[src/hdl/dsa_pkg.sv]
package dsa_pkg;

	// default geometry of the engine
	localparam int unsigned NCH_DEF    = 4;              // channels
	localparam int unsigned PW_DEF     = 16;             // pointer and size width in words
	localparam int unsigned AW_DEF     = 32;             // system bus address width
	localparam int unsigned DW_DEF     = 32;             // system bus data width

	// byte address of a word pointer is the pointer shifted by this many bits
	localparam int unsigned WORD_SHIFT = 2;

	// pattern match compares this many low bits of each read word
	localparam int unsigned PAT_W      = 8;

	// crc unit
	localparam int unsigned CRC_W      = 16;
	localparam logic [15:0] CRC_POLY   = 16'h1021;       // feedback polynomial
	localparam logic [15:0] CRC_INIT   = 16'hffff;       // seed at block start

	// reset values
	localparam logic [15:0] PTR_RST    = 16'h0000;       // pointers after reset or abort
	localparam logic [31:0] WORD_RST   = 32'h0000_0000;  // bus words after reset

	// engine sequencer, gray coded along idle-read-write-append
	typedef enum logic [1:0] {
		DSA_IDLE   = 2'b00,
		DSA_READ   = 2'b01,
		DSA_WRITE  = 2'b11,
		DSA_APPEND = 2'b10
	} dsa_state_t;

endpackage : dsa_pkg

[src/hdl/dsa_channel_ctrl.sv]
`timescale 1ns/1ns
module dsa_channel_ctrl #(
	parameter int unsigned NCH = dsa_pkg::NCH_DEF,
	parameter int unsigned PW  = dsa_pkg::PW_DEF,
	parameter int unsigned AW  = dsa_pkg::AW_DEF,
	parameter int unsigned DW  = dsa_pkg::DW_DEF
) (
	input  wire logic                               clk_sys,
	input  wire logic                               rst_n,
	input  wire logic                               engine_on,          // whole engine on
	input  wire logic                               engine_suspend,     // global suspend
	input  wire logic [NCH-1:0]                     channel_enable_bit, // per channel enable
	input  wire logic [NCH-1:0]                     ch_abort,           // abort pulse
	input  wire logic [NCH-1:0]                     ch_force,           // software trigger
	input  wire logic [NCH-1:0]                     trig,               // peripheral flags
	input  wire logic [NCH-1:0]                     pm_enable,          // pattern match mode
	input  wire logic [NCH-1:0][dsa_pkg::PAT_W-1:0] pm_pattern,         // match value
	input  wire logic [NCH-1:0][AW-1:0]             src_base,           // source start address
	input  wire logic [NCH-1:0][AW-1:0]             dst_base,           // destination start
	input  wire logic [NCH-1:0][PW-1:0]             blk_size,           // words per block
	input  wire logic [NCH-1:0][PW-1:0]             cell_size,          // words per trigger
	input  wire logic                               bus_ack,            // beat accepted
	input  wire logic [DW-1:0]                      bus_rdata,          // read data
	output logic                                    bus_req,            // beat requested
	output logic                                    bus_we,             // beat is a write
	output logic [AW-1:0]                           bus_addr,           // beat address
	output logic [DW-1:0]                           bus_wdata,          // write data
	output logic                                    engine_busy,        // sequencer out of idle, registered
	output logic [NCH-1:0]                          ch_event,           // pending events
	output logic [NCH-1:0]                          blk_done,           // block done pulse
	output logic [dsa_pkg::CRC_W-1:0]               crc_result,         // running crc
	output logic [NCH-1:0][PW-1:0]                  src_ptr,            // source pointers
	output logic [NCH-1:0][PW-1:0]                  dst_ptr,            // destination pointers
	output logic [NCH-1:0][PW-1:0]                  cell_ptr            // cell pointers
);

	localparam int unsigned CW = (NCH > 1) ? $clog2(NCH) : 1;

	// lowest numbered eligible channel wins
	function automatic logic [CW-1:0] dsa_pick(input logic [NCH-1:0] req);
		logic [CW-1:0] idx;
		idx = '0;
		for (int i = NCH - 1; i >= 0; i--) begin
			if (req[i]) begin
				idx = CW'(i);
			end
		end
		return idx;
	endfunction : dsa_pick

	// crc over one whole word, msb first
	function automatic logic [15:0] dsa_crc_word(input logic [15:0] c, input logic [DW-1:0] d);
		logic [15:0] r;
		r = c;
		for (int b = DW - 1; b >= 0; b--) begin
			if (r[15] ^ d[b]) begin
				r = (r << 1) ^ dsa_pkg::CRC_POLY;
			end else begin
				r = r << 1;
			end
		end
		return r;
	endfunction : dsa_crc_word

	// word pointer to byte address offset
	function automatic logic [AW-1:0] dsa_addr(input logic [AW-1:0] base, input logic [PW-1:0] p);
		return base + (AW'(p) << dsa_pkg::WORD_SHIFT);
	endfunction : dsa_addr

	dsa_pkg::dsa_state_t          state_q;       // sequencer
	logic [CW-1:0]                act_q;         // channel on the bus
	logic [DW-1:0]                data_q;        // word in transit
	logic [15:0]                  crc_q;         // crc accumulator
	logic [NCH-1:0]               event_q;       // pending trigger events
	logic [NCH-1:0]               event_d;
	logic [NCH-1:0]               trig_q;        // previous trigger level
	logic [NCH-1:0]               abort_pend_q;  // abort waiting for its channel's transfer to end
	logic [NCH-1:0]               done_q;        // block done pulse
	logic                         req_q;
	logic                         we_q;
	logic [AW-1:0]                addr_q;
	logic [DW-1:0]                wdata_q;
	logic [NCH-1:0][PW-1:0]       sp_q;
	logic [NCH-1:0][PW-1:0]       dp_q;
	logic [NCH-1:0][PW-1:0]       cp_q;

	// eligibility and start decode
	wire            run_ok   = engine_on & ~engine_suspend;
	wire [NCH-1:0]  eligible = event_q & channel_enable_bit & ~abort_pend_q & {NCH{run_ok}};
	wire            idle     = (state_q == dsa_pkg::DSA_IDLE);
	wire            start    = idle & (|eligible);
	wire [CW-1:0]   pick     = dsa_pick(eligible);

	// end-of-beat decode for the active channel
	wire [PW-1:0]   sp_nxt   = PW'(sp_q[act_q] + 1'b1);
	wire [PW-1:0]   dp_nxt   = PW'(dp_q[act_q] + 1'b1);
	wire [PW-1:0]   cp_nxt   = PW'(cp_q[act_q] + 1'b1);
	wire            matched  = pm_enable[act_q] & (data_q[dsa_pkg::PAT_W-1:0] == pm_pattern[act_q]);
	wire            blk_end  = (sp_nxt == blk_size[act_q]) | matched;
	wire            cell_end = (cp_nxt == cell_size[act_q]) | blk_end;
	wire            wr_done  = (state_q == dsa_pkg::DSA_WRITE) & bus_ack;
	wire            ap_done  = (state_q == dsa_pkg::DSA_APPEND) & bus_ack;
	wire            keep_on  = channel_enable_bit[act_q] & run_ok;
	wire            start_blk = (sp_q[pick] == dsa_pkg::PTR_RST[PW-1:0])
	                          & (cp_q[pick] == dsa_pkg::PTR_RST[PW-1:0]);

	// per-channel decode of event set, event clear and abort application
	logic [NCH-1:0] ev_set;
	logic [NCH-1:0] ev_clr;
	logic [NCH-1:0] ab_go;
	logic [NCH-1:0] ab_keep;
	always_comb begin
		for (int i = 0; i < NCH; i++) begin
			ev_set[i]  = (trig[i] & ~trig_q[i] & ~engine_suspend) | ch_force[i];
			// abort waits until its channel is no longer the active channel, i.e. its transfer has ended at cell end or stopped early because keep_on dropped
			ab_go[i]   = abort_pend_q[i] & (idle | (act_q != CW'(i)));
			ab_keep[i] = ~channel_enable_bit[i] & (cp_q[i] != dsa_pkg::PTR_RST[PW-1:0]);
			// completion clears event only if still enabled
			ev_clr[i]  = ab_go[i]
			           | ((wr_done & cell_end & ~(blk_end & pm_enable[i]))
			              | ap_done) & (act_q == CW'(i)) & channel_enable_bit[i];
			// a new event wins over a clear in the same cycle
			event_d[i] = (event_q[i] & ~ev_clr[i]) | ev_set[i];
		end
	end

	// event flags, trigger history and pending aborts
	always_ff @(posedge clk_sys or negedge rst_n) begin
		if (!rst_n) begin
			event_q      <= '0;
			trig_q       <= '0;
			abort_pend_q <= '0;
		end else begin
			event_q      <= event_d;
			trig_q       <= trig;
			abort_pend_q <= (abort_pend_q & ~ab_go) | ch_abort;
		end
	end

	// sequencer and bus master
	always_ff @(posedge clk_sys or negedge rst_n) begin
		if (!rst_n) begin
			state_q <= dsa_pkg::DSA_IDLE;
			act_q   <= '0;
			req_q   <= 1'b0;
			we_q    <= 1'b0;
			addr_q  <= '0;
			wdata_q <= dsa_pkg::WORD_RST[DW-1:0];
			data_q  <= dsa_pkg::WORD_RST[DW-1:0];
			crc_q   <= dsa_pkg::CRC_INIT;
			done_q  <= '0;
		end else begin
			done_q <= '0;
			case (state_q)
				// take a channel and issue its first read
				dsa_pkg::DSA_IDLE: begin
					if (start) begin
						act_q   <= pick;
						req_q   <= 1'b1;
						we_q    <= 1'b0;
						addr_q  <= dsa_addr(src_base[pick], sp_q[pick]);
						state_q <= dsa_pkg::DSA_READ;
						if (start_blk) begin
							crc_q <= dsa_pkg::CRC_INIT;
						end
					end
				end
				dsa_pkg::DSA_READ: begin
					if (bus_ack) begin
						data_q  <= bus_rdata;
						crc_q   <= dsa_crc_word(crc_q, bus_rdata);
						we_q    <= 1'b1;
						wdata_q <= bus_rdata;
						addr_q  <= dsa_addr(dst_base[act_q], dp_q[act_q]);
						state_q <= dsa_pkg::DSA_WRITE;
					end
				end
				// write beat held; next read only while still running
				dsa_pkg::DSA_WRITE: begin
					if (bus_ack) begin
						if (blk_end & pm_enable[act_q]) begin
							// append crc after the matched or last word of the block
							wdata_q <= DW'(crc_q);
							addr_q  <= dsa_addr(dst_base[act_q], dp_nxt);
							state_q <= dsa_pkg::DSA_APPEND;
						end else if (cell_end | ~keep_on) begin
							req_q   <= 1'b0;
							we_q    <= 1'b0;
							state_q <= dsa_pkg::DSA_IDLE;
							done_q[act_q] <= blk_end;
						end else begin
							we_q    <= 1'b0;
							addr_q  <= dsa_addr(src_base[act_q], sp_nxt);
							state_q <= dsa_pkg::DSA_READ;
						end
					end
				end
				// crc word written, block closes
				dsa_pkg::DSA_APPEND: begin
					if (bus_ack) begin
						req_q   <= 1'b0;
						we_q    <= 1'b0;
						state_q <= dsa_pkg::DSA_IDLE;
						done_q[act_q] <= 1'b1;
					end
				end
				default: begin
					req_q   <= 1'b0;
					we_q    <= 1'b0;
					state_q <= dsa_pkg::DSA_IDLE;
				end
			endcase
		end
	end

	// source, destination and cell pointers
	always_ff @(posedge clk_sys or negedge rst_n) begin
		if (!rst_n) begin
			sp_q <= '0;
			dp_q <= '0;
			cp_q <= '0;
		end else begin
			// advance or wrap after each written data word, not after the appended crc word
			if (wr_done) begin
				if (blk_end) begin
					sp_q[act_q] <= dsa_pkg::PTR_RST[PW-1:0];
					dp_q[act_q] <= dsa_pkg::PTR_RST[PW-1:0];
					cp_q[act_q] <= dsa_pkg::PTR_RST[PW-1:0];
				end else begin
					sp_q[act_q] <= sp_nxt;
					dp_q[act_q] <= dp_nxt;
					cp_q[act_q] <= cell_end ? dsa_pkg::PTR_RST[PW-1:0] : cp_nxt;
				end
			end
			// abort resets pointers unless channel disabled mid-cell
			for (int i = 0; i < NCH; i++) begin
				if (ab_go[i] & ~ab_keep[i]) begin
					sp_q[i] <= dsa_pkg::PTR_RST[PW-1:0];
					dp_q[i] <= dsa_pkg::PTR_RST[PW-1:0];
					cp_q[i] <= dsa_pkg::PTR_RST[PW-1:0];
				end
			end
		end
	end

	// busy from start until one cycle after the sequencer is back in idle
	logic busy_q;
	always_ff @(posedge clk_sys or negedge rst_n) begin
		if (!rst_n) begin
			busy_q <= 1'b0;
		end else begin
			busy_q <= ~idle | start;
		end
	end

	// outputs straight from flip-flops
	assign bus_req     = req_q;
	assign bus_we      = we_q;
	assign bus_addr    = addr_q;
	assign bus_wdata   = wdata_q;
	assign engine_busy = busy_q;
	assign ch_event    = event_q;
	assign blk_done    = done_q;
	assign crc_result  = crc_q;
	assign src_ptr     = sp_q;
	assign dst_ptr     = dp_q;
	assign cell_ptr    = cp_q;

endmodule : dsa_channel_ctrl

[config.mk]
export PLATFORM = sky130hd
export DESIGN_NAME = dsa_channel_ctrl
export DESIGN_NICKNAME = d
export VERILOG_FILES = /design/src/hdl/dsa_pkg.sv /design/src/hdl/dsa_channel_ctrl.sv
export SDC_FILE = /design/constraint.sdc
export NUM_CORES = 1
export LEC_CHECK = 0
export ABC_CLOCK_PERIOD_IN_PS = 7500
export BUFFER_PORTS_ARGS = -buffer_cell sky130_fd_sc_hd__buf_2
export CORE_AREA = 8 8 285 287
export DETAILED_ROUTE_END_ITERATION = 12
export DIE_AREA = 0 0 293 295
export PLACE_DENSITY_LB_ADDON = 0.3
export SLEW_MARGIN = 20
export SYNTH_ARGS = -nofsm -noshare
export SYNTH_HDL_FRONTEND = slang
export SYNTH_SLANG_ARGS = --single-unit
[constraint.sdc]
create_clock -name clk_sys -period 7.5 [get_ports clk_sys]
set_clock_uncertainty 0.15 [all_clocks]
set_input_delay 0.375 -clock clk_sys [delete_from_list [all_inputs] [get_ports clk_sys]]
set_output_delay 0.375 -clock clk_sys [all_outputs]
set_load 0.05 [all_outputs]
==> qor.yml, run 1 <==
worst_setup_path:
  crit_type: "flip-flop to flip-flop"
  cp.arrival_ps: 6750
  crit_path_end_kind: "flip-flop"
  path_cells: "buf_4 -> mux4_2 -> nand4_1 -> nor3_1 -> xnor2_1 -> a2111oi_0 -> and4_1 -> a311oi_1 -> nand3_1 -> a32o_2 -> buf_4 -> a221oi_1 -> a21o_1"
  crit_buf_inv: 2
  cp_data_required_time_ps: 7850
  slowest_stage: "dfrtp_4"
  cpLargestDelayFamily: "compound AO/OA/AOI/OAI gates"
  startpoint_type: "flip-flop"
  max_stage_delay_ps: 900
  cp_common_cell: "buf_4"
  crit_fanout: 55
floorplanning:
  initial_utilization_pct: 32.6
  die_y_um: 295
  die_w_um: 293
  fp-row-count: 102
  dieArea_sq_mm: 0.0864
  io_pins: 756
  core_area_sq_mm: 0.0767
clocking:
  clockRootBuffer: "clkbuf_16"
  clock_latency_ps: 570
  cts.clk_slew.worst_paths_ps: 60
  cts_sinks: 303
  cts_resized: 0
  htreeDepth: 2
  cts.hold.buffers_added: 37
  cts_made_buffers: 39
  cts_tree: "built"
  post-cts-setup-buffers: 0
  cts_max_path_buffers: 3
timing:
  max_slew_margin_pct: 19.6
  final_hold_viol_count: 0
  slew_viol_final: 0
  post-route-period-util_pct: 85.3
  fmax_mhz: 156
  fin_setup_tns_ps: 0
  worst_slew_pin_slew_ps: 1200
  setup_viol: 0
  rsz0062_at_grt: "no"
  fin_crit_ps: 6400
  setup_ws_ps: 1100
synthesis:
  synth.cells.most_frequent: "nand2_1 (339), dfrtp_1 (287), nor2_1 (280)"
  synth_top_area_cell: "dfrtp_1"
  syn_area_sq_mm: 0.0250
  yosys_warnings: 0
  syn_avg_cell_area_sq_um: 9.28
  synth.top_cell.area_share_pct: 28.7
  synth_edf_count: 0
  ys_types: 90
  ys.flop_type: "dfrtp_1"
  yosys-top-cells-area: "dfrtp_1 (29%), mux4_2 (14%), xnor2_1 (6.6%)"
  postSynthCellCount: 2692
  synthArstFlopShare_pct: 100
  ys_seq_area_share_pct: 30.4
  syn_nets: 3237
  yosysMostFrequentCell: "nand2_1"
  ys_ff_latch: 303
global_route:
  grt_max_degree: 143
  grt_pass1_wl_um: 187000
  grt_usage_pct: 29.3
  grt_pass1_vias: 25400
  antenna_found_initial: 9
  overflow: 0
place:
  dpl_cell_area_sq_mm: 0.0299
  place.detailed.hpwl_um: 106000
  port_buffers: 755
  place_congestion: 1.01
  dp.cells: 4378
  pre_cts_slack_ps: 1260
hold_path:
  hold_path.class: "input port to flip-flop"
finish:
  finalNetCount: 3961
  postLayoutCellArea_sq_mm: 0.0317
  final.fill_count: 7666
  drive_gt1_share_pct: 32.0
  area_growth_pct: 27.0
  fin_cells: 4494
detailed_routing:
  firstDrtPassIters: 6
  drt_wl_total_um: 133000
  num_vias: 26200
  vias_per_cell: 5.84
  wl_per_cell_um: 29.6
  route.detailed.drc: 0
  ant_nets: 0
  first_iter_violations: 2896
outcome:
  status: "finished, final reports clean"
job:
  maxCapViolCount: 0
power_and_ir_drop:
  leakage_uw: 0.0142
  finalPower_uw: 15200
  p_per_area_mw_per_mm2: 479
  max-vdd-ir-drop_mv: 1.11
[per-stage QoR]
stage / utilization [%] / hold WS (ps)
5_1_grt: 41.3 / 23.8
6_report: 41.4 / 61.7
4_1_cts: 41.3 / 1.41
3_5_place_dp: 38.9 / 317
2_1_floorplan: - / -70.6
3_3_place_gp: 38.9 / 307
[cell usage in the layout (no fill, tap or decap), drive strengths merged, types with 9 or more instances in the layout]
| master | netlist | routed |
|---|---|---|
| a211oi | 54 | 54 |
| a21o | 29 | 29 |
| a21oi | 167 | 167 |
| a22o | 79 | 79 |
| a2bb2oi | 12 | 12 |
| a31oi | 47 | 47 |
| and2 | 9 | 9 |
| and3 | 25 | 25 |
| buf | 69 | 805 |
| bufinv | 0 | 11 |
| clkbuf | 90 | 47 |
| dfrtp | 287 | 287 |
| dfstp | 16 | 16 |
| diode | 0 | 9 |
| dlygate4sd3 | 0 | 37 |
| ha | 68 | 68 |
| inv | 43 | 44 |
| mux2 | 21 | 21 |
| mux2i | 54 | 54 |
| mux4 | 153 | 153 |
| nand2 | 340 | 340 |
| nand2b | 24 | 24 |
| nand3 | 56 | 56 |
| nand4 | 24 | 24 |
| nor2 | 280 | 280 |
| nor2b | 55 | 55 |
| nor3 | 25 | 25 |
| nor3b | 10 | 10 |
| nor4 | 37 | 37 |
| o211ai | 21 | 21 |
| o21a | 21 | 21 |
| o21ai | 130 | 130 |
| o22ai | 16 | 16 |
| o31a | 10 | 10 |
| o31ai | 9 | 9 |
| or4 | 11 | 11 |
| xnor2 | 187 | 187 |
| xor2 | 83 | 83 |
[path summary, 6_finish.rpt]
| kind | end | slack [ps] | cells past startpoint | from |
|---|---|---|---|---|
| min reg2reg | bus_addr[10]$_DFFE_PN0P_ | 330 | 2 | bus_addr[10]$_DFFE_PN0P_ |
| min in group asynchronous | cell_ptr[21]$_DFFE_PN0P_ | 300 | 2 | rst_n |
| max reg2reg | bus_addr[12]$_DFFE_PN0P_ | 1100 | 13 | act_q[1]$_DFFE_PN0P_ |
| max | bus_addr[12]$_DFFE_PN0P_ | 1100 | 13 | act_q[1]$_DFFE_PN0P_ |
| max in group asynchronous | bus_addr[30]$_DFFE_PN0P_ | 5460 | 3 | rst_n |
| min | bus_wdata[11]$_DFFE_PN0P_ | 60 | 3 | bus_rdata[11] |
[power breakdown]
group          internal [uW]  switching, uW  leakage [uW]
combinational           4140           6500       0.00952
clock                   1380            832      0.000708
sequential              1990            350       0.00399
[cells by family (layout without fill, tap and decap cells)]
family	Yosys count	in the layout	share of synthesized area (%)
DFF	303	303	30.4
buffers and inverters	202	955	3.67
other	0	9	0
adders and majority gates	72	72	3.73
xor gates and xnor gates	274	274	9.84
muxes	228	228	16.9
AOI/OAI and AO/OA	680	680	18.2
and+or+nand+nor	933	933	17.3
[registers in the layout, indices dropped and copies added, names as in the netlist]
signal and cells:
abort_pend_q 4, act_q 2, blk_done 4, bus_addr 32
bus_req 1, bus_wdata 32, bus_we 1, cell_ptr 64
ch_event 4, crc_result 16, data_q 8, dst_ptr 64
engine_busy 1, src_ptr 64, state_q 2, trig_q 4
[metal layers]
metal	global-route usage (%)	vias to the layer above	part of all wire, %
li1	-	11500	-
met1	40.7	13100	42
met2	44.5	1467	44
met3	7.51	210	11
met4	8.90	0	3.5
met5	0	-	0
[final cells by class]
cell class	instances	area, sq um	area share (%)
antenna	9	22.5	0.0710
clock buffer	47	1050	3.30
clock inverter	23	430	1.36
inverter	43	161	0.509
multi-input combinational	2187	16600	52.3
sequential	303	7610	24.0
tap	1040	1300	4.10
timing repair buffer	842	4560	14.4
[worst reg2reg max path: cells and delay by family (launching register included)]
kind	cells	cell delay, ps
AO/OA/AOI/OAI	5	1890
buffers and inverters	2	860
multiplexers	1	470
flip-flops	1	900
XOR/XNOR	1	230
AND/OR/NAND/NOR	4	1850
No activity file was read; power rests on OpenSTA's default activity.
==> run 2, diff against run 1 <==
Settings changed: GPL_TIMING_DRIVEN from default to 0.
==> run 2 against run 1 <==
Net effect: sequential power fell by 5%; die area unchanged; hold slack lost 17 ps; sequential cell count unchanged; register-to-register slack worse by 960 ps; clock-buffer cell count grew 9; maximum frequency down 13%; setup slack worse by 960 ps; global-route usage is 2.6 points higher; critical path type unchanged; critical endpoint is now bus_addr[31]$_DFFE_PN0P_; highest routed layer is now met5.
==> qor.yml, run 2 (synthesis gave the netlist of run 1 again) <==
job:
  maxCapViolCount: 0  # unchanged
detailed_routing:
  first_iter_violations: 3199  # +10%
  num_vias: 27500  # +4.7%
  drt_wl_total_um: 144000  # +8.5%
  wl_per_cell_um: 31.3  # +5.9%
  firstDrtPassIters: 5  # -1
  top_layer: "met5"
  met1Wirelength_um: 57700  # +3.8%
  vias_per_cell: 5.97  # +2.2%
  ant_nets: 0  # unchanged
  route.detailed.drc: 0  # unchanged
  wl_met2_um: 63300  # +7.8%
  wl_met3_um: 17100  # +22%
place:
  dp.cells: 4490  # +2.6%
  pre_cts_slack_ps: -3270  # -4530 ps
  place_congestion: 1.04  # +2.2%
  port_buffers: 754  # -0.13%
  place.detailed.hpwl_um: 120000  # +14%
  dpl_cell_area_sq_mm: 0.0302  # +1.0%
timing:
  setup_viol: 0  # unchanged
  rsz0062_at_grt: "no"
  slew_viol_final: 0  # unchanged
  final_hold_viol_count: 0  # unchanged
  max_slew_margin_pct: 21.1  # +1.5 points
  worst_slew_pin_slew_ps: 1180  # -18.7 ps
  fmax_mhz: 136  # -13%
  post-route-period-util_pct: 98.1  # +13 points
  fin_crit_ps: 7360  # +960 ps
  setup_ws_ps: 141  # -960 ps
  fin_setup_tns_ps: 0  # unchanged
floorplanning:
  fp-row-count: 102  # unchanged
  initial_utilization_pct: 32.6  # unchanged
  die_w_um: 293  # unchanged
  die_y_um: 295  # unchanged
  io_pins: 756  # unchanged
  core_area_sq_mm: 0.0767  # unchanged
  dieArea_sq_mm: 0.0864  # unchanged
clocking:
  cts_sinks: 303  # unchanged
  htreeDepth: 2  # unchanged
  post-cts-setup-buffers: 0  # unchanged
  clockRootBuffer: "clkbuf_16"
  cts_made_buffers: 39  # unchanged
  cts_max_path_buffers: 3  # unchanged
  cts_tree: "built"
  cts.clk_slew.worst_paths_ps: 60  # about the same
  clock_latency_ps: 570  # about the same
outcome:
  status: "finished, final reports clean"
worst_setup_path:
  r2r_cells: 22  # +9
  r2r_slack_ps: 140  # -960 ps
  startpoint_type: "flip-flop"
  cp_data_required_time_ps: 7800  # -50 ps
  crit_path_end_kind: "flip-flop"
  crit_start: "abort_pend_q[2]$_DFF_PN0_"
  r2r-end: "bus_addr[31]$_DFFE_PN0P_"
  crit_type: "flip-flop to flip-flop"
  reg2reg_from: "abort_pend_q[2]$_DFF_PN0_"
  cp.arrival_ps: 7650  # +900 ps
  crit_fanout: 10  # -82%
power_and_ir_drop:
  power.switching_uw: 7880  # +2.5%
  power_frac_clock_pct: 12.5  # -2.1 points
  finalPower_uw: 15200  # -0.16%
  intPower_uw: 7300  # -2.8%
  p_per_area_mw_per_mm2: 474  # -1.1%
  swShare_pct: 51.9  # +1.3 points
  leakage_uw: 0.0144  # +1.1%
  power_frac_comb_pct: 72.8  # +2.8 points
  seqPwrFrac_pct: 14.7  # -0.7 points
  max-vdd-ir-drop_mv: 1.33  # +20%
finish:
  drive_gt1_share_pct: 31.2  # -0.79 points
  finalNetCount: 4067  # +2.7%
  mostFrequentLayoutCells: "buf_2 (782), nand2_1 (339), dfrtp_1 (286)"
  area_growth_pct: 28.1
  postLayoutCellArea_sq_mm: 0.0320  # +0.90%
  layout_commonest_cell: "buf_2"
  fin_cells: 4603  # +2.4%
global_route:
  antenna_found_initial: 24  # +15
  grt_max_degree: 84  # -41%
  overflow: 0  # unchanged
  grt_pass1_wl_um: 201000  # +7.3%
  grt_pass1_vias: 26700  # +5.4%
  grt_usage_pct: 31.9  # +2.6 points
hold_path:
  worstHoldPathCells: 3  # unchanged
  hold_path.class: "input port to flip-flop"
  hold_start: "bus_rdata[12]"
  hold_end: "bus_wdata[12]$_DFFE_PN0P_"
==> run 2: worst max path at each step <==
stage / to / slack (ps)
4_1_cts: bus_addr[26]$_DFFE_PN0P_ / 7
6_report: bus_addr[31]$_DFFE_PN0P_ / 140
3_3_place_gp: bus_addr[26]$_DFFE_PN0P_ / -4410
3_5_place_dp: bus_addr[26]$_DFFE_PN0P_ / -3270
5_1_grt: bus_addr[30]$_DFFE_PN0P_ / 30
2_1_floorplan: bus_addr[26]$_DFFE_PN0P_ / 730
==> run 2: power groups by stage <==
stage          registers, uW  clock network [uW]  logic [uW]
2_1_floorplan           3020                   0        7200
3_3_place_gp            2230                   0       10800
3_5_place_dp            2250                   0       10800
4_1_cts                 2220                1920       11000
5_1_grt                 2250                1980       11700
6_report                2230                1900       11000
==> run 2: layer usage <==
metal	vias to the layer above	track usage, %
met5	-	0
met4	12	11.8
met3	276	9.53
met2	1743	48.6
met1	13800	42.7
li1	11700	-
==> run 2: timing repair <==
item / in CTS / in global routing
endpoints found under the setup margin: 30 / 17
pin swaps: 0 / 1
endpoints found under the hold margin: 102 / 0
hold buffers: 39 / 0
gates resized for setup: 62 / 19
==> run 2: critical path: stages, from the launching register on <==
cell and delay, ps:
dfrtp_1 410, nand3b_1 190, or2_2 310, a211oi_1 440, clkbuf_1 510, buf_2 350
clkdlybuf4s15_2 610, mux2i_1 250, nand2_1 70, o21ai_1 390, inv_1 310, ha_1 350
a21oi_1 210, o21ai_0 220, o311a_1 340, o21ai_0 280, a21oi_1 240, a211oi_4 550
nor3_1 200, nand3_1 140, xor2_1 230, o22ai_1 150, o31a_1 320
==> run 2: metrics by stage <==
| stage | util (%) | hold WS [ps] |
|---|---|---|
| after global placement | 39.2 | 308 |
| final | 41.7 | 44.7 |
| after detailed placement | 39.3 | 212 |
| after global routing | 41.7 | 56.1 |
| after CTS | 41.7 | 2.94 |
| after floorplan | - | -70.6 |
==> run 2: cell type report <==
| class | instances | area (sq um) |
|---|---|---|
| repair buffers | 797 | 4260 |
| clock inverters | 14 | 124 |
| plain buffers | 151 | 870 |
| flip-flops and latches | 303 | 7600 |
| inverters | 43 | 161 |
| clock buffers | 56 | 1130 |
| well taps | 1040 | 1300 |
| fillers | 7856 | 44700 |
| multi-input cells | 2187 | 16500 |
| diodes | 12 | 30.0 |
